## config.mk

```make
export PLATFORM = sky130hd
export DESIGN_NAME = sbc_mode_sequencer
export DESIGN_NICKNAME = d
export VERILOG_FILES = /design/src/sbc_pkg.sv /design/src/sbc_mode_sequencer.sv /design/src/sbc_spi_rx.sv /design/src/sbc_wake_detect.sv
export SDC_FILE = /design/constraint.sdc
export NUM_CORES = 1
export LEC_CHECK = 0
export BUFFER_PORTS_ARGS = -buffer_cell sky130_fd_sc_hd__buf_2
export CAP_MARGIN = 20
export CORE_ASPECT_RATIO = 1.1
export CORE_MARGIN = 4
export CORE_UTILIZATION = 45
export CTS_CLUSTER_DIAMETER = 150
export DETAILED_ROUTE_END_ITERATION = 8
export GPL_TIMING_DRIVEN = 0
export HOLD_SLACK_MARGIN = 0.03
export SYNTH_ARGS = -nofsm -noshare
export SYNTH_HDL_FRONTEND = slang
export SYNTH_SLANG_ARGS = --single-unit
export TNS_END_PERCENT = 100
```

## constraint.sdc

```tcl
create_clock -name i_clock -period 7.57 [get_ports i_clock]
set_input_delay 0.757 -clock i_clock [delete_from_list [all_inputs] [get_ports i_clock]]
set_output_delay 0.757 -clock i_clock [all_outputs]
set_load 0.01 [all_outputs]
```

## src/sbc_pkg.sv

```systemverilog
/*
  Constants, frame layout and output carrier for the operating-mode
  sequencer. Assumes a 250 MHz internal clock and an 8-bit SPI frame
  laid out as write flag, 3-bit address, 4-bit data.
*/
//
// Behaviour
// RULE1: one full run mode plus stop (supply limited) and sleep (supply off).
// RULE2: stop exit raises wake interrupt; sleep exit goes through reset. Only a wake-pin stop exit raises it here; a chip select wake is silent.
// RULE3: host picks the mode with the two mode select bits over SPI.
// RULE4: after power-up hold reset line low 1.0 ms, then go normal request.
// RULE5: undervoltage, watchdog failure, sleep wake or timeout force reset.
// RULE6: normal request follows reset end or a stop wake automatically.
// RULE7: normal request keeps supply on, reset high, LIN receive only.
// RULE8: normal request starts 150 ms; host writes timing and mode zero.
// RULE9: timer expiry without normal command returns to reset.
// RULE10: grounded watchdog config pin skips normal request after reset.
// RULE11: wake inputs readable over SPI and wake the part in low power.
// RULE12: cyclic sense pulses high sides, samples inputs, change wakes.
// RULE13: without cyclic sense a plain input change wakes stop or sleep.
// RULE14: mux-selected wake input is no digital input and never wakes.
// RULE15: scaling divider connected only while that input is selected.
// RULE16: low side switches under SPI, optionally following the PWM pin.
// RULE17: high sides under SPI or PWM, and usable for cyclic sensing.
// RULE18: hall supply switched by SPI only while in normal mode.
// RULE19: SPI setting selects the current sense amplifier gain.
// RULE20: frames are exactly 8 bits, latched on chip select rising edge.
// RULE21: chip select rising edge wakes the part from stop.
// RULE22: reset pulse and timeout counted with parameterised counts.
`default_nettype none
package sbc_pkg;
  localparam int CLK_MHZ          = 250;
  localparam int RESET_PULSE_US   = 1000;
  localparam int NREQ_TIMEOUT_MS  = 150;
  localparam int RESET_PULSE_CYC  = RESET_PULSE_US * CLK_MHZ;
  localparam int NREQ_TIMEOUT_CYC = NREQ_TIMEOUT_MS * 1000 * CLK_MHZ;
  localparam int FRAME_BITS       = 8;
  localparam int WAKE_INPUTS      = 4;

  // mode select field values
  localparam logic [1:0] MODE_NORMAL = 2'h0;
  localparam logic [1:0] MODE_STOP   = 2'h1;
  localparam logic [1:0] MODE_SLEEP  = 2'h2;

  // frame addresses
  localparam logic [2:0] ADDR_MODE   = 3'h0;
  localparam logic [2:0] ADDR_TIMING = 3'h1;
  localparam logic [2:0] ADDR_HIGH   = 3'h2;
  localparam logic [2:0] ADDR_LOW    = 3'h3;
  localparam logic [2:0] ADDR_MUX    = 3'h4;
  localparam logic [2:0] ADDR_HALL   = 3'h5;
  localparam logic [2:0] ADDR_STATUS = 3'h6;

  // field positions inside the 4-bit data
  localparam int SW_PWM_BIT    = 2;
  localparam int HS_CYCLIC_BIT = 3;
  localparam int HALL_ON_BIT   = 0;
  localparam int GAIN_LSB      = 1;

  typedef struct packed {
    logic       write;
    logic [2:0] addr;
    logic [3:0] data;
  } spi_frame_s;

  typedef struct packed {
    logic       mcu_rst_n;
    logic       vdd_on;
    logic       vdd_limited;
    logic       lin_tx_en;
    logic       lin_rx_only;
    logic [1:0] high_side;
    logic [1:0] low_side;
    logic       hall_on;
    logic [3:0] div_connect;
  } ctl_out_s;

  // mux code n+1 selects wake input n; other codes select none of them
  function automatic logic [3:0] mux_wake_mask(input logic [2:0] sel);
    logic [3:0] m;
    m = 4'h0;
    for (int i = 0; i < WAKE_INPUTS; i++) begin
      if (sel == 3'(i + 1)) begin
        m[i] = 1'b1;
      end
    end
    return m;
  endfunction
endpackage
`default_nettype wire

```

## src/sbc_mode_sequencer.sv

```systemverilog
/*
  Operating-mode sequencer: reset pulse, normal request timeout,
  normal/stop/sleep modes, switch, hall supply, mux and gain settings.
  Assumes analog pins (undervoltage, watchdog config, PWM, wake inputs,
  SPI) are asynchronous; the watchdog failure pulse is on this clock.
*/
`timescale 1ns/100ps
`default_nettype none
module sbc_mode_sequencer #(
  parameter int RESET_CYCLES = sbc_pkg::RESET_PULSE_CYC,
  parameter int NREQ_CYCLES  = sbc_pkg::NREQ_TIMEOUT_CYC,
  parameter int CYC_PERIOD   = 4096,
  parameter int SENSE_ON     = 64
) (
  // clock and reset
  input  wire logic       i_clock,
  input  wire logic       i_rst_n,
  input  wire logic       i_clk_en,
  // spi pins
  input  wire logic       i_sclk,
  input  wire logic       i_mosi,
  input  wire logic       i_cs_n,
  output logic            o_miso,
  output logic            o_miso_oe,
  // supervision
  input  wire logic       i_vdd_uv,
  input  wire logic       i_wd_fail,
  input  wire logic       i_watchdog_config_pin_gnd,
  // pins
  input  wire logic       i_pwm_input_pin,
  input  wire logic [3:0] i_wake_in,
  // supply, reset and lin control
  output logic            o_mcu_rst_n,
  output logic            o_vdd_on,
  output logic            o_vdd_limited,
  output logic            o_lin_tx_en,
  output logic            o_lin_rx_only,
  output logic            o_irq_n,
  // switches and analog settings
  output logic [1:0]      o_high_side_sw,
  output logic [1:0]      o_low_side_sw,
  output logic            o_hall_sensor_supply_on,
  output logic [2:0]      o_analog_mux_sel,
  output logic [3:0]      o_div_connect,
  output logic [1:0]      o_sense_gain,
  output logic [2:0]      o_op_state
);
  typedef enum {st_reset, st_nreq, st_normal, st_stop, st_sleep} op_state_e;

  op_state_e  state_q, state_d;
  logic [31:0] timer_q, timer_d;
  logic        tim_wr_q, tim_wr_d, irq_q, irq_d;
  logic [3:0]  high_q, high_d, low_q, low_d, hall_q, hall_d;
  logic [2:0]  mux_q, mux_d;
  logic [15:0] cyc_q, cyc_d;
  logic [2:0]  meta_q, sync_q, meta_d, sync_d;
  sbc_pkg::ctl_out_s out_q, out_d;

  sbc_pkg::spi_frame_s frame;
  logic        frame_valid, cs_rise, pin_wake, uv_s, wd_gnd_s, pwm_s;
  logic        wr, rd_status, active, low_power, cyc_en, sense_on, sample;
  logic        go_normal, reset_done, nreq_expire;
  logic [3:0]  wake_level;
  logic [1:0]  mode_bits;

  sbc_spi_rx u_spi (
    .i_clock       (i_clock),
    .i_rst_n       (i_rst_n),
    .i_clk_en      (i_clk_en),
    .i_sclk        (i_sclk),
    .i_mosi        (i_mosi),
    .i_cs_n        (i_cs_n),
    .o_miso        (o_miso),
    .o_miso_oe     (o_miso_oe),
    .i_tx_byte     ({o_op_state, irq_q, wake_level}), // [RULE11]
    .o_frame       (frame),
    .o_frame_valid (frame_valid),
    .o_cs_rise     (cs_rise)
  );

  sbc_wake_detect u_wake (
    .i_clock  (i_clock),
    .i_rst_n  (i_rst_n),
    .i_clk_en (i_clk_en),
    .i_pins   (i_wake_in),
    .i_mask   (sbc_pkg::mux_wake_mask(mux_q)),
    .i_arm    (low_power),
    .i_cyclic (high_q[sbc_pkg::HS_CYCLIC_BIT]),
    .i_sample (sample),
    .o_level  (wake_level),
    .o_wake   (pin_wake)
  );

  // asynchronous level inputs
  always_comb begin
    meta_d = {i_vdd_uv, i_watchdog_config_pin_gnd, i_pwm_input_pin};
    sync_d = meta_q;
  end

  always_ff @(posedge i_clock or negedge i_rst_n) begin
    if (!i_rst_n) begin
      meta_q <= 3'h0;
      sync_q <= 3'h0;
    end else if (i_clk_en) begin
      meta_q <= meta_d;
      sync_q <= sync_d;
    end
  end

  assign uv_s      = sync_q[2];
  assign wd_gnd_s  = sync_q[1];
  assign pwm_s     = sync_q[0];
  assign wr        = frame_valid && frame.write;
  assign rd_status = frame_valid && !frame.write &&
                     frame.addr == sbc_pkg::ADDR_STATUS;
  assign mode_bits = frame.data[1:0];
  assign active    = state_q == st_nreq || state_q == st_normal;
  assign low_power = state_q == st_stop || state_q == st_sleep;
  assign cyc_en    = low_power && high_q[sbc_pkg::HS_CYCLIC_BIT];
  assign sense_on  = cyc_en && cyc_q >= 16'(CYC_PERIOD - SENSE_ON);
  assign sample    = cyc_en && cyc_q == 16'(CYC_PERIOD - 1);

  // timing control must precede the normal command, in an earlier frame
  assign go_normal = wr && frame.addr == sbc_pkg::ADDR_MODE &&
                     mode_bits == sbc_pkg::MODE_NORMAL &&
                     (tim_wr_q || state_q == st_normal); // [RULE8]
  assign reset_done  = timer_q == 32'(RESET_CYCLES - 1); // [RULE22]
  assign nreq_expire = timer_q == 32'(NREQ_CYCLES - 1); // [RULE22]

  // mode state and timers
  always_comb begin
    state_d  = state_q;
    tim_wr_d = tim_wr_q;
    irq_d    = irq_q && !rd_status;
    case (state_q)
      st_reset: begin
        tim_wr_d = 1'b0;
        irq_d    = 1'b0;
        if (reset_done && !uv_s) begin
          state_d = wd_gnd_s ? st_normal : st_nreq; // [RULE4] [RULE6] [RULE10]
        end
      end
      st_nreq: begin
        if (wr && frame.addr == sbc_pkg::ADDR_TIMING) begin
          tim_wr_d = 1'b1; // [RULE8]
        end
        if (uv_s || i_wd_fail || nreq_expire) begin
          state_d = st_reset; // [RULE5] [RULE9]
        end else if (go_normal) begin
          state_d = st_normal; // [RULE3]
        end
      end
      st_normal: begin
        if (uv_s || i_wd_fail) begin
          state_d = st_reset; // [RULE5]
        end else if (wr && frame.addr == sbc_pkg::ADDR_MODE) begin
          if (mode_bits == sbc_pkg::MODE_STOP) begin
            state_d = st_stop; // [RULE3] [RULE1]
          end else if (mode_bits == sbc_pkg::MODE_SLEEP) begin
            state_d = st_sleep; // [RULE3] [RULE1]
          end
        end
      end
      st_stop: begin
        if (uv_s) begin
          state_d = st_reset; // [RULE5]
        end else if (pin_wake || cs_rise) begin
          state_d  = st_nreq; // [RULE6] [RULE21]
          tim_wr_d = 1'b0;
          // set wins over a same-cycle status read; cs wake is silent
          irq_d    = pin_wake; // [RULE2]
        end
      end
      st_sleep: begin
        // supply is down, so undervoltage and spi are ignored here
        if (pin_wake) begin
          state_d = st_reset; // [RULE2] [RULE5]
        end
      end
      default: state_d = st_reset;
    endcase
    if (state_d != state_q || (state_q == st_reset && uv_s)) begin
      timer_d = 32'h0;
    end else if (state_q == st_reset || state_q == st_nreq) begin
      timer_d = timer_q + 32'h1;
    end else begin
      timer_d = timer_q;
    end
  end

  always_ff @(posedge i_clock or negedge i_rst_n) begin
    if (!i_rst_n) begin
      state_q  <= st_reset;
      timer_q  <= 32'h0;
      tim_wr_q <= 1'b0;
      irq_q    <= 1'b0;
    end else if (i_clk_en) begin
      state_q  <= state_d;
      timer_q  <= timer_d;
      tim_wr_q <= tim_wr_d;
      irq_q    <= irq_d;
    end
  end

  // configuration, writable only while powered up and running
  always_comb begin
    high_d = high_q;
    low_d  = low_q;
    mux_d  = mux_q;
    hall_d = hall_q;
    if (state_q == st_reset) begin
      high_d = 4'h0;
      low_d  = 4'h0;
      mux_d  = 3'h0;
      hall_d = 4'h0;
    end else if (wr && active) begin
      case (frame.addr)
        sbc_pkg::ADDR_HIGH: high_d = frame.data; // [RULE17]
        sbc_pkg::ADDR_LOW:  low_d  = frame.data; // [RULE16]
        sbc_pkg::ADDR_MUX:  mux_d  = frame.data[2:0]; // [RULE14]
        sbc_pkg::ADDR_HALL: hall_d = frame.data; // [RULE18] [RULE19]
        default: ;
      endcase
    end
    // cyclic sense timebase, free-running only in low power
    if (cyc_en) begin
      cyc_d = (cyc_q == 16'(CYC_PERIOD - 1)) ? 16'h0 : cyc_q + 16'h1;
    end else begin
      cyc_d = 16'h0;
    end
  end

  always_ff @(posedge i_clock or negedge i_rst_n) begin
    if (!i_rst_n) begin
      high_q <= 4'h0;
      low_q  <= 4'h0;
      mux_q  <= 3'h0;
      hall_q <= 4'h0;
      cyc_q  <= 16'h0;
    end else if (i_clk_en) begin
      high_q <= high_d;
      low_q  <= low_d;
      mux_q  <= mux_d;
      hall_q <= hall_d;
      cyc_q  <= cyc_d;
    end
  end

  // registered pin controls
  always_comb begin
    out_d.mcu_rst_n   = state_q != st_reset; // [RULE4] [RULE7]
    out_d.vdd_on      = state_q != st_sleep; // [RULE1]
    out_d.vdd_limited = state_q == st_stop; // [RULE1]
    out_d.lin_tx_en   = state_q == st_normal;
    out_d.lin_rx_only = state_q == st_nreq || state_q == st_stop; // [RULE7]
    out_d.hall_on     = state_q == st_normal &&
                        hall_q[sbc_pkg::HALL_ON_BIT]; // [RULE18]
    out_d.div_connect = sbc_pkg::mux_wake_mask(mux_q); // [RULE15]
    out_d.high_side   = 2'h0;
    out_d.low_side    = 2'h0;
    if (active) begin
      out_d.high_side = high_q[1:0] &
        {2{!high_q[sbc_pkg::SW_PWM_BIT] || pwm_s}}; // [RULE17]
      out_d.low_side  = low_q[1:0] &
        {2{!low_q[sbc_pkg::SW_PWM_BIT] || pwm_s}}; // [RULE16]
    end else if (sense_on) begin
      out_d.high_side = high_q[1:0]; // [RULE12] [RULE17]
    end
  end

  always_ff @(posedge i_clock or negedge i_rst_n) begin
    if (!i_rst_n) begin
      out_q <= '0;
    end else if (i_clk_en) begin
      out_q <= out_d;
    end
  end

  assign o_mcu_rst_n             = out_q.mcu_rst_n;
  assign o_vdd_on                = out_q.vdd_on;
  assign o_vdd_limited           = out_q.vdd_limited;
  assign o_lin_tx_en             = out_q.lin_tx_en;
  assign o_lin_rx_only           = out_q.lin_rx_only;
  assign o_high_side_sw          = out_q.high_side;
  assign o_low_side_sw           = out_q.low_side;
  assign o_hall_sensor_supply_on = out_q.hall_on;
  assign o_div_connect           = out_q.div_connect;
  assign o_irq_n                 = !irq_q;
  assign o_analog_mux_sel        = mux_q;
  assign o_sense_gain            = hall_q[sbc_pkg::GAIN_LSB +: 2]; // [RULE19]
  assign o_op_state              = 3'(state_q);

  a_sleep_vdd_off: assert property (@(posedge i_clock) disable iff (!i_rst_n)
    (state_q == st_sleep && i_clk_en) |=> !o_vdd_on) // [RULE1]
    else $error("supply still on in sleep");
  a_stop_wake_irq: assert property (@(posedge i_clock) disable iff (!i_rst_n)
    (state_q == st_stop && pin_wake && !uv_s)
      |=> state_q == st_nreq && !o_irq_n) // [RULE2]
    else $error("stop wake without interrupt");
  a_reset_line_low: assert property (@(posedge i_clock) disable iff (!i_rst_n)
    (state_q == st_reset && i_clk_en) |=> !o_mcu_rst_n) // [RULE4]
    else $error("reset line high during reset");
  a_reset_pulse_end: assert property (@(posedge i_clock) disable iff (!i_rst_n)
    (state_q == st_reset && reset_done && !uv_s && i_clk_en)
      |=> state_q != st_reset) // [RULE4]
    else $error("reset pulse did not end on count");
  a_uv_forces_reset: assert property (@(posedge i_clock) disable iff (!i_rst_n)
    (uv_s && state_q != st_sleep && i_clk_en) |=> state_q == st_reset) // [RULE5]
    else $error("undervoltage did not force reset");
  a_nreq_outputs: assert property (@(posedge i_clock) disable iff (!i_rst_n)
    (state_q == st_nreq && i_clk_en)
      |=> o_vdd_on && o_mcu_rst_n && o_lin_rx_only && !o_lin_tx_en) // [RULE7]
    else $error("wrong pin state in normal request");
  a_nreq_timeout: assert property (@(posedge i_clock) disable iff (!i_rst_n)
    (state_q == st_nreq && nreq_expire && i_clk_en)
      |=> state_q == st_reset) // [RULE9]
    else $error("normal request timeout missed");
  a_wd_bypass: assert property (@(posedge i_clock) disable iff (!i_rst_n)
    ($past(state_q) == st_reset && state_q != st_reset && $past(wd_gnd_s))
      |-> state_q == st_normal) // [RULE10]
    else $error("grounded watchdog pin did not skip request");
  a_hall_in_normal: assert property (@(posedge i_clock) disable iff (!i_rst_n)
    $rose(o_hall_sensor_supply_on) |-> $past(state_q) == st_normal) // [RULE18]
    else $error("hall supply on outside normal mode");
endmodule
`default_nettype wire

```

## src/sbc_spi_rx.sv

```systemverilog
/*
  SPI slave shifter: 8-bit frames, sampled on SCLK falling edge,
  answer shifted out on rising edge. Assumes SCLK is much slower than
  the system clock; all pins are synchronised here.
*/
`timescale 1ns/100ps
`default_nettype none
module sbc_spi_rx (
  // clock and reset
  input  wire logic              i_clock,
  input  wire logic              i_rst_n,
  input  wire logic              i_clk_en,
  // pins
  input  wire logic              i_sclk,
  input  wire logic              i_mosi,
  input  wire logic              i_cs_n,
  output logic                   o_miso,
  output logic                   o_miso_oe,
  // user side
  input  wire logic [7:0]        i_tx_byte,
  output sbc_pkg::spi_frame_s    o_frame,
  output logic                   o_frame_valid,
  output logic                   o_cs_rise
);
  logic [2:0] meta_q, sync_q, last_q;
  logic [2:0] meta_d, sync_d, last_d;
  logic [7:0] rx_q, rx_d, tx_q, tx_d;
  logic [3:0] cnt_q, cnt_d;
  logic       miso_q, miso_d, oe_q, oe_d, fv_q, fv_d, rise_q, rise_d;
  sbc_pkg::spi_frame_s frame_q, frame_d;

  always_comb begin
    meta_d  = {i_cs_n, i_sclk, i_mosi};
    sync_d  = meta_q;
    last_d  = sync_q;
    rx_d    = rx_q;
    tx_d    = tx_q;
    cnt_d   = cnt_q;
    miso_d  = miso_q;
    oe_d    = !sync_q[2];
    fv_d    = 1'b0;
    rise_d  = 1'b0;
    frame_d = frame_q;
    if (last_q[2] && !sync_q[2]) begin
      cnt_d = 4'h0;
      tx_d  = i_tx_byte;
    end else if (!sync_q[2]) begin
      if (last_q[1] && !sync_q[1]) begin
        rx_d = {rx_q[6:0], sync_q[0]};
        // saturate so long frames never alias back to a legal count
        if (cnt_q != 4'hf) begin
          cnt_d = cnt_q + 4'h1;
        end
      end
      if (!last_q[1] && sync_q[1]) begin
        miso_d = tx_q[7];
        tx_d   = {tx_q[6:0], 1'b0};
      end
    end else if (!last_q[2] && sync_q[2]) begin
      rise_d  = 1'b1;
      fv_d    = (cnt_q == 4'(sbc_pkg::FRAME_BITS)); // [RULE20]
      frame_d = rx_q;
    end
  end

  always_ff @(posedge i_clock or negedge i_rst_n) begin
    if (!i_rst_n) begin
      meta_q  <= 3'h7;
      sync_q  <= 3'h7;
      last_q  <= 3'h7;
      rx_q    <= 8'h00;
      tx_q    <= 8'h00;
      cnt_q   <= 4'h0;
      miso_q  <= 1'b0;
      oe_q    <= 1'b0;
      fv_q    <= 1'b0;
      rise_q  <= 1'b0;
      frame_q <= '0;
    end else if (i_clk_en) begin
      meta_q  <= meta_d;
      sync_q  <= sync_d;
      last_q  <= last_d;
      rx_q    <= rx_d;
      tx_q    <= tx_d;
      cnt_q   <= cnt_d;
      miso_q  <= miso_d;
      oe_q    <= oe_d;
      fv_q    <= fv_d;
      rise_q  <= rise_d;
      frame_q <= frame_d;
    end
  end

  assign o_miso        = miso_q;
  assign o_miso_oe     = oe_q;
  assign o_frame       = frame_q;
  assign o_frame_valid = fv_q && i_clk_en;
  assign o_cs_rise     = rise_q && i_clk_en;

  a_frame_length: assert property (@(posedge i_clock) disable iff (!i_rst_n)
    o_frame_valid |-> o_cs_rise && cnt_q == 4'h8) // [RULE20]
    else $error("frame accepted with wrong bit count");
endmodule
`default_nettype wire

```

## src/sbc_wake_detect.sv

```systemverilog
/*
  Wake input conditioner: synchronises the wake pins, blanks inputs
  routed to the analog mux, and flags level changes either
  continuously or between two cyclic-sense samples.
*/
`timescale 1ns/100ps
`default_nettype none
module sbc_wake_detect (
  // clock and reset
  input  wire logic       i_clock,
  input  wire logic       i_rst_n,
  input  wire logic       i_clk_en,
  // pins and control
  input  wire logic [3:0] i_pins,
  input  wire logic [3:0] i_mask,
  input  wire logic       i_arm,
  input  wire logic       i_cyclic,
  input  wire logic       i_sample,
  // results
  output logic [3:0]      o_level,
  output logic            o_wake
);
  logic [3:0] meta_q, sync_q, prev_q, samp_q, level_q;
  logic [3:0] meta_d, sync_d, prev_d, samp_d, level_d;
  logic       valid_q, valid_d, wake_q, wake_d;
  logic [3:0] diff_c, diff_s;

  always_comb begin
    meta_d  = i_pins;
    sync_d  = meta_q;
    prev_d  = sync_q;
    level_d = sync_q & ~i_mask; // [RULE11] [RULE14]
    diff_c  = (sync_q ^ prev_q) & ~i_mask; // [RULE14]
    diff_s  = (sync_q ^ samp_q) & ~i_mask;
    samp_d  = samp_q;
    valid_d = valid_q && i_arm && i_cyclic;
    wake_d  = 1'b0;
    if (i_arm && i_cyclic) begin
      if (i_sample) begin
        samp_d  = sync_q;
        valid_d = 1'b1;
        wake_d  = valid_q && (diff_s != 4'h0); // [RULE12]
      end
    end else if (i_arm) begin
      wake_d = (diff_c != 4'h0); // [RULE13]
    end
  end

  always_ff @(posedge i_clock or negedge i_rst_n) begin
    if (!i_rst_n) begin
      meta_q  <= 4'h0;
      sync_q  <= 4'h0;
      prev_q  <= 4'h0;
      samp_q  <= 4'h0;
      level_q <= 4'h0;
      valid_q <= 1'b0;
      wake_q  <= 1'b0;
    end else if (i_clk_en) begin
      meta_q  <= meta_d;
      sync_q  <= sync_d;
      prev_q  <= prev_d;
      samp_q  <= samp_d;
      level_q <= level_d;
      valid_q <= valid_d;
      wake_q  <= wake_d;
    end
  end

  assign o_level = level_q;
  assign o_wake  = wake_q && i_clk_en;

  a_masked_level: assert property (@(posedge i_clock) disable iff (!i_rst_n)
    i_clk_en ##1 $stable(i_mask) |-> (o_level & i_mask) == 4'h0) // [RULE14]
    else $error("mux-selected wake input still reads as digital");
endmodule
`default_nettype wire

```

# ---- After elaboration in Yosys (flattened, before gate mapping)
# Cells that the tools add are included.
dict set report word_totals {
  out_inout_bits 25
  wordCells 220
  reg_bits 178
  inputBits 14
}
dict set report classes {
  bitwise 10
  n_lt_le_gt_ge 1
  reduce_logical 75
  eq_ne 31
  muxes 60
  add_sub_neg 3
}
# operator count
set op_table {}
lappend op_table {{32-bit two-way mux} 12}
lappend op_table {{32-bit case mux with 5 select lines} 1}
lappend op_table {{32-bit by 2-bit == test with 1-bit output, second input constant} 3}
lappend op_table {{32-bit by 3-bit == test with 1-bit output, second input constant} 3}
lappend op_table {{32-bit logical NOT} 2}
lappend op_table {{32-bit by 1-bit adder with 32-bit output, second input constant} 1}
lappend op_table {{32-bit by 1-bit == test with 1-bit output, second input constant} 1}
lappend op_table {{32-bit by 18-bit == test with 1-bit output, second input constant} 1}
lappend op_table {{32-bit by 26-bit == test with 1-bit output, second input constant} 1}
lappend op_table {{32-bit by 4-bit == test with 1-bit output, second input constant} 1}
lappend op_table {{16-bit two-way mux} 2}
lappend op_table {{32-bit != test} 1}
lappend op_table {{32-bit by 4-bit != test with 1-bit output, second input constant} 1}
lappend op_table {{32-bit nonzero test} 1}
lappend op_table {{4-bit two-way mux} 7}
lappend op_table {{3-bit two-way mux} 9}
lappend op_table {{1-bit logical AND} 25}
lappend op_table {{8-bit two-way mux} 3}
lappend op_table {{1-bit two-way mux} 20}
lappend op_table {{3-bit AND reduction} 6}
lappend op_table {{2-bit nonzero test} 9}
lappend op_table {{16-bit by 1-bit adder with 16-bit output, second input constant} 1}
lappend op_table {{16-bit by 12-bit == test with 1-bit output, second input constant} 1}
lappend op_table {{16-bit by 12-bit >= comparator with 1-bit output, second input constant} 1}
lappend op_table {{other kinds (26)} 67}

# ---- Longest topological paths before layout
dict set report logic_depth {
  word_depth 12
  ltp_mapped 11
}

# ---- Cells and area by module
# From an unflattened synthesis, not the netlist that was laid out.
dict set report unflattened {
  cells_unflattened 813
  area_unflattened_um2 8787.2
}
# mod seq_area_each_um2 cells_per_inst area_each_um2 n_inst
set modules_own_cells {}
lappend modules_own_cells {sbc_mode_sequencer 2877.8 596 5930.7 1}
lappend modules_own_cells {sbc_spi_rx 1011.0 133 1884.3 1}
lappend modules_own_cells {sbc_wake_detect 550.5 84 972.2 1}

# ---- Worst setup path after synthesis
# Ideal clock, no wire load.
dict set report synth_timing {
  path_type {register to register}
  from {reg timer_q[0]}
  to {reg state_q[15]}
  t_arrival_ns 2.436
  required_ns 7.452
  n_path_buf 2
  setup_slack_ns 5.016
  synth_period_minus_slack_ns 2.554
  stages_incl_launch_ff 11
  path_cell_list {dfrtp_1 -> ha_1 -> and3_1 -> clkbuf_2 -> nand4_1 -> or4_4 -> a21oi_1 -> o221ai_1 -> a31oi_1 -> clkbuf_1 -> and2b_1}
}
dict set report synth_between {
  elab_chain_len 4
}
# element line_no
set synth_rtl {}
lappend synth_rtl {{start, declared} sbc_mode_sequencer.sv:51} ;# logic [31:0] timer_q, timer_d;
lappend synth_rtl {{start signal, assigned} sbc_mode_sequencer.sv:199} ;# timer_q <= timer_d;
lappend synth_rtl {{32-bit by 26-bit == test with 1-bit output or 32-bit by 18-bit == test with 1-bit output (tied branches)} {sbc_mode_sequencer.sv:128, sbc_mode_sequencer.sv:127}}
lappend synth_rtl {{1-bit logical OR or 1-bit logical AND (tied branches)} {sbc_mode_sequencer.sv:147, sbc_mode_sequencer.sv:139}}
lappend synth_rtl {{32-bit two-way mux (on tied branches)} {sbc_mode_sequencer.sv:147, sbc_mode_sequencer.sv:139}}
lappend synth_rtl {{32-bit case mux with 5 select lines *} sbc_mode_sequencer.sv:135} ;# case (state_q)
lappend synth_rtl {{end signal, assigned} sbc_mode_sequencer.sv:193} ;# state_q <= st_reset;
lappend synth_rtl {{end signal, assigned} sbc_mode_sequencer.sv:198} ;# state_q <= state_d;
lappend synth_rtl {{end, declared} sbc_mode_sequencer.sv:50} ;# op_state_e state_q, state_d;
# Mark *: on every way between the ends. The rest lies on a longest branch, timed or not.
# A chain may end at the register's enable or synchronous reset.

# ---- Final worst setup path
dict set report layout_timing {
  from {reg timer_q[0]}
  to {reg state_q[18]}
}
# The elaborated chain is that of the path after synthesis.

==> summary.md <==
| Metric | Value |
|---|---|
| CTS tree | built |
| Switching Fraction | 26.7% |
| Fmax | 0.320 GHz |
| CTS H-tree lvls | 4 |
| Outcome | completed |
| Fin nets | 885 |
| Core region area | 17900 um^2 |
| RSZ-0062 raised after global routing | false |
| Register area share after synthesis | 53.3% |
| Synthesized area | 8320 um^2 |
| Final WS setup | 4.45 ns |
| RePlAce Congestion | 0.870 |
| Critical path's slowest cell | or4_4 |
| Fin. max-slew vios | 0 |
| Pin count of the biggest net entering global routing | 98 |
| NetSw | 0.000576 W |
| Area grow syn2layout | 13.2% |
| Synth warn | 0 |
| CP endpoint kind | flip-flop |
| FFs w/ async S/R, synth | 100% |
| MaxCap Viol Count | 0 |
| Crit path max fanout | 10 |
| WP data arrival | 3.43 ns |
| Clock share of power | 39.8% |
| Port Buffer Count | 38 |
| Cell taking the most area after synthesis | dfrtp_1 |
| Die Span Y | 151 um |
| Count of cell types in the netlist | 67 |
| Drt first-iter violations | 509 |
| Hold_buf cts | 0 |
| Critical path launch point type | flip-flop |
| Setup repair bufs after CTS | 0 |
| Dpl hpwl | 13600 um |
| Drt wl/cell | 17.3 um |
| CP cell instances | ha_1 -> and3_1 -> clkbuf_2 -> nand4_1 -> or4_4 -> a21oi_1 -> o221ai_1 -> a31oi_1 -> clkbuf_1 -> and2b_1 |
| Vias per cell | 5.61 |
| Leak pwr | 4.35 nW |
| Pwr Density | 229 nW/um^2 |
| Top cell types by occurrence after synthesis | dfrtp_1 (169), nand2_1 (82), o21ai_0 (65) |
| Most used DFF post-synth | dfrtp_1 |
| Synth Net Count | 827 |
| Mean Syn Cell Area | 10.3 um^2 |
| Worst Path Required | 7.88 ns |
| Proportion of layout cells with a drive suffix above 1 | 17.4% |
| Worst skew pair latency | 0.42 ns |
| Initial Util | 46.4% |
| Logic pwr share | 9.8% |
| Root buf cell | clkbuf_16 |
| Worst IR drop on VDD | 0.161 mV |
| First-pass GRT wire length | 32300 um |
| # resized after CTS | 0 |
| Antenna-violating nets left | 0 |
| Dpl cell area | 8850 um^2 |
| Setup TNS | 0 ns |
| TritonCTS buffer count | 17 |
| Vias in the first global route | 6274 |
| Antenna violations before repair | 0 |
| EDFF count, synth | 0 |
| Seq cells post-synth | 177 |
| Seq pwr share | 50.4% |
| Detailed Route WL | 19300 um |
| # rows | 51 |
| Flop2flop setup slack | 4.45 ns |
| Cell area after layout | 9420 um^2 |
| Tightest Pin Transition | 0.784 ns |
| DR pass1 iterations | 7 |
| Die area | 20700 um^2 |
| Die boundary width | 138 um |
| CTS clk-pin slew, worst paths | 0.07 ns |
| Worst hold path type | in -> async |
| I/O pin count | 39 |
| Hold Violations, Final | 0 |
| Final setup fails | 0 |
| CP Buf/Inv Count | 2 |
| Drt drc | 0 |
| Largest delay share family, worst path | simple AND/OR/NAND/NOR gates |
| Top-area cell type share of the netlist area | 50.8% |
| Routed vias | 6268 |
| Post-layout min period | 3.12 ns |
| Clock Skews | 0.00758 ns |
| Slowest stage delay, CP | 0.63 ns |
| Fillers | 1618 |
| Largest cells by area after synthesis | dfrtp_1 (51%), mux2_2 (6.1%), o21ai_0 (3.9%) |
| Most numerous cell in the Yosys netlist | dfrtp_1 |
| Pre-CTS setup slack | 4.39 ns |
| Pint | 0.00158 W |
| Clock sinks | 177 |
| Worst relative slew slack | 47.8% |
| Gr usage total | 19.8% |
| CTS Buffer Depth | 2 |
| Critical path class | reg -> reg |
| Final Cycle Share | 41.2% |
| Inserted Diodes | 0 |
| Mapped Cells | 808 |
| GR Overflow Total | 0 |
## path summary, 6_finish.rpt
check / startpoint / to / depth (start not counted)
min reg2reg: u_spi.o_miso_oe / u_spi.o_miso_oe / 1
max reg2reg: timer_q[0] / state_q[18] / 10
min in group i_clock: u_spi.o_miso_oe / u_spi.o_miso_oe / 1
max: timer_q[0] / state_q[18] / 10
max in group asynchronous: i_rst_n / u_spi.last_q[1] / 2
min: i_rst_n / u_wake.meta_q[1] / 1
## through the flow
| step | cells | hold slack (ns) | utilization, % | total power (W) |
|---|---|---|---|---|
| 5_1_grt | 1117 | 0.414 | 52.6 | 0.00227 |
| 4_1_cts | 1117 | 0.394 | 52.6 | 0.00218 |
| 3_3_place_gp | 1084 | 0.462 | 49.1 | 0.00130 |
| 6_report | 1117 | 0.357 | 52.6 | 0.00216 |
| 3_5_place_dp | 1085 | 0.464 | 49.4 | 0.00132 |
| 2_1_floorplan | 808 | 0.446 | - | 0.00123 |
## state kept, by name (all words and copies together), names as in the netlist, 4 cells and up
| name | cells |
|---|---|
| cyc_q | 16 |
| high_q | 4 |
| o_div_connect | 4 |
| state_q | 32 |
| timer_q | 32 |
| u_spi.cnt_q | 4 |
| u_spi.o_frame | 8 |
| u_spi.rx_q | 8 |
| u_spi.tx_q | 8 |
| u_wake.meta_q | 4 |
| u_wake.o_level | 4 |
| u_wake.prev_d | 4 |
| u_wake.prev_q | 4 |
| u_wake.samp_q | 4 |
## power by group through the flow
stage,Combinational (W),Clock (W),Sequential (W)
6_report,0.000211,0.000859,0.00109
5_1_grt,0.000241,0.000926,0.00110
4_1_cts,0.000215,0.000878,0.00109
3_5_place_dp,0.000214,0,0.00111
3_3_place_gp,0.000202,0,0.00110
2_1_floorplan,0.000149,0,0.00108
## metal layers
metal / wire length [um] / global-route usage [%]
met5: 0 / 0
met4: 328 / 6.59
met3: 632 / 3.81
met2: 9170 / 30.3
met1: 9160 / 28.2
## placed cells by master (no fill, tap or decap), drive strengths merged, types with 5 or more instances in the layout
| cell | count |
|---|---|
| mux2i | 8 |
| nand2b | 9 |
| and3 | 13 |
| dfstp | 8 |
| or4 | 6 |
| nor2b | 30 |
| nand4 | 16 |
| ha | 5 |
| dfrtp | 169 |
| o21ai | 66 |
| buf | 58 |
| xor2 | 22 |
| clkbuf | 41 |
| o2bb2ai | 9 |
| nand2 | 83 |
| mux2 | 45 |
| a31oi | 5 |
| xnor2 | 17 |
| o31ai | 6 |
| inv | 40 |
| nor2 | 64 |
| nand3 | 27 |
| nor4 | 23 |
| and4 | 6 |
| a21oi | 14 |
| nor3 | 16 |
## final cells by class
cell class	count	area (um^2)	area share, %
Buffer	42	199	2.11
Clock inverter	14	144	1.53
Sequential cell	177	4440	47.1
Timing Repair Buffer	39	228	2.42
Multi-Input combinational cell	559	3570	37.9
Clock buffer	18	429	4.55
Tap cell	238	298	3.16
Inverter	30	113	1.20
## cell families (layout without fill, tap and decap cells)
kind of cell,after synthesis,in the layout,share of synthesized area [%]
and+or+nand+nor,327,327,20.6
DFF,177,177,53.3
AOI/OAI and AO/OA,134,134,10.3
buffers and inverters,72,143,3.74
muxes,53,53,7.05
xor gates and xnor gates,39,39,4.10
adders and majority gates,6,6,0.872
Note: power is estimated with default switching activity, not from simulation.
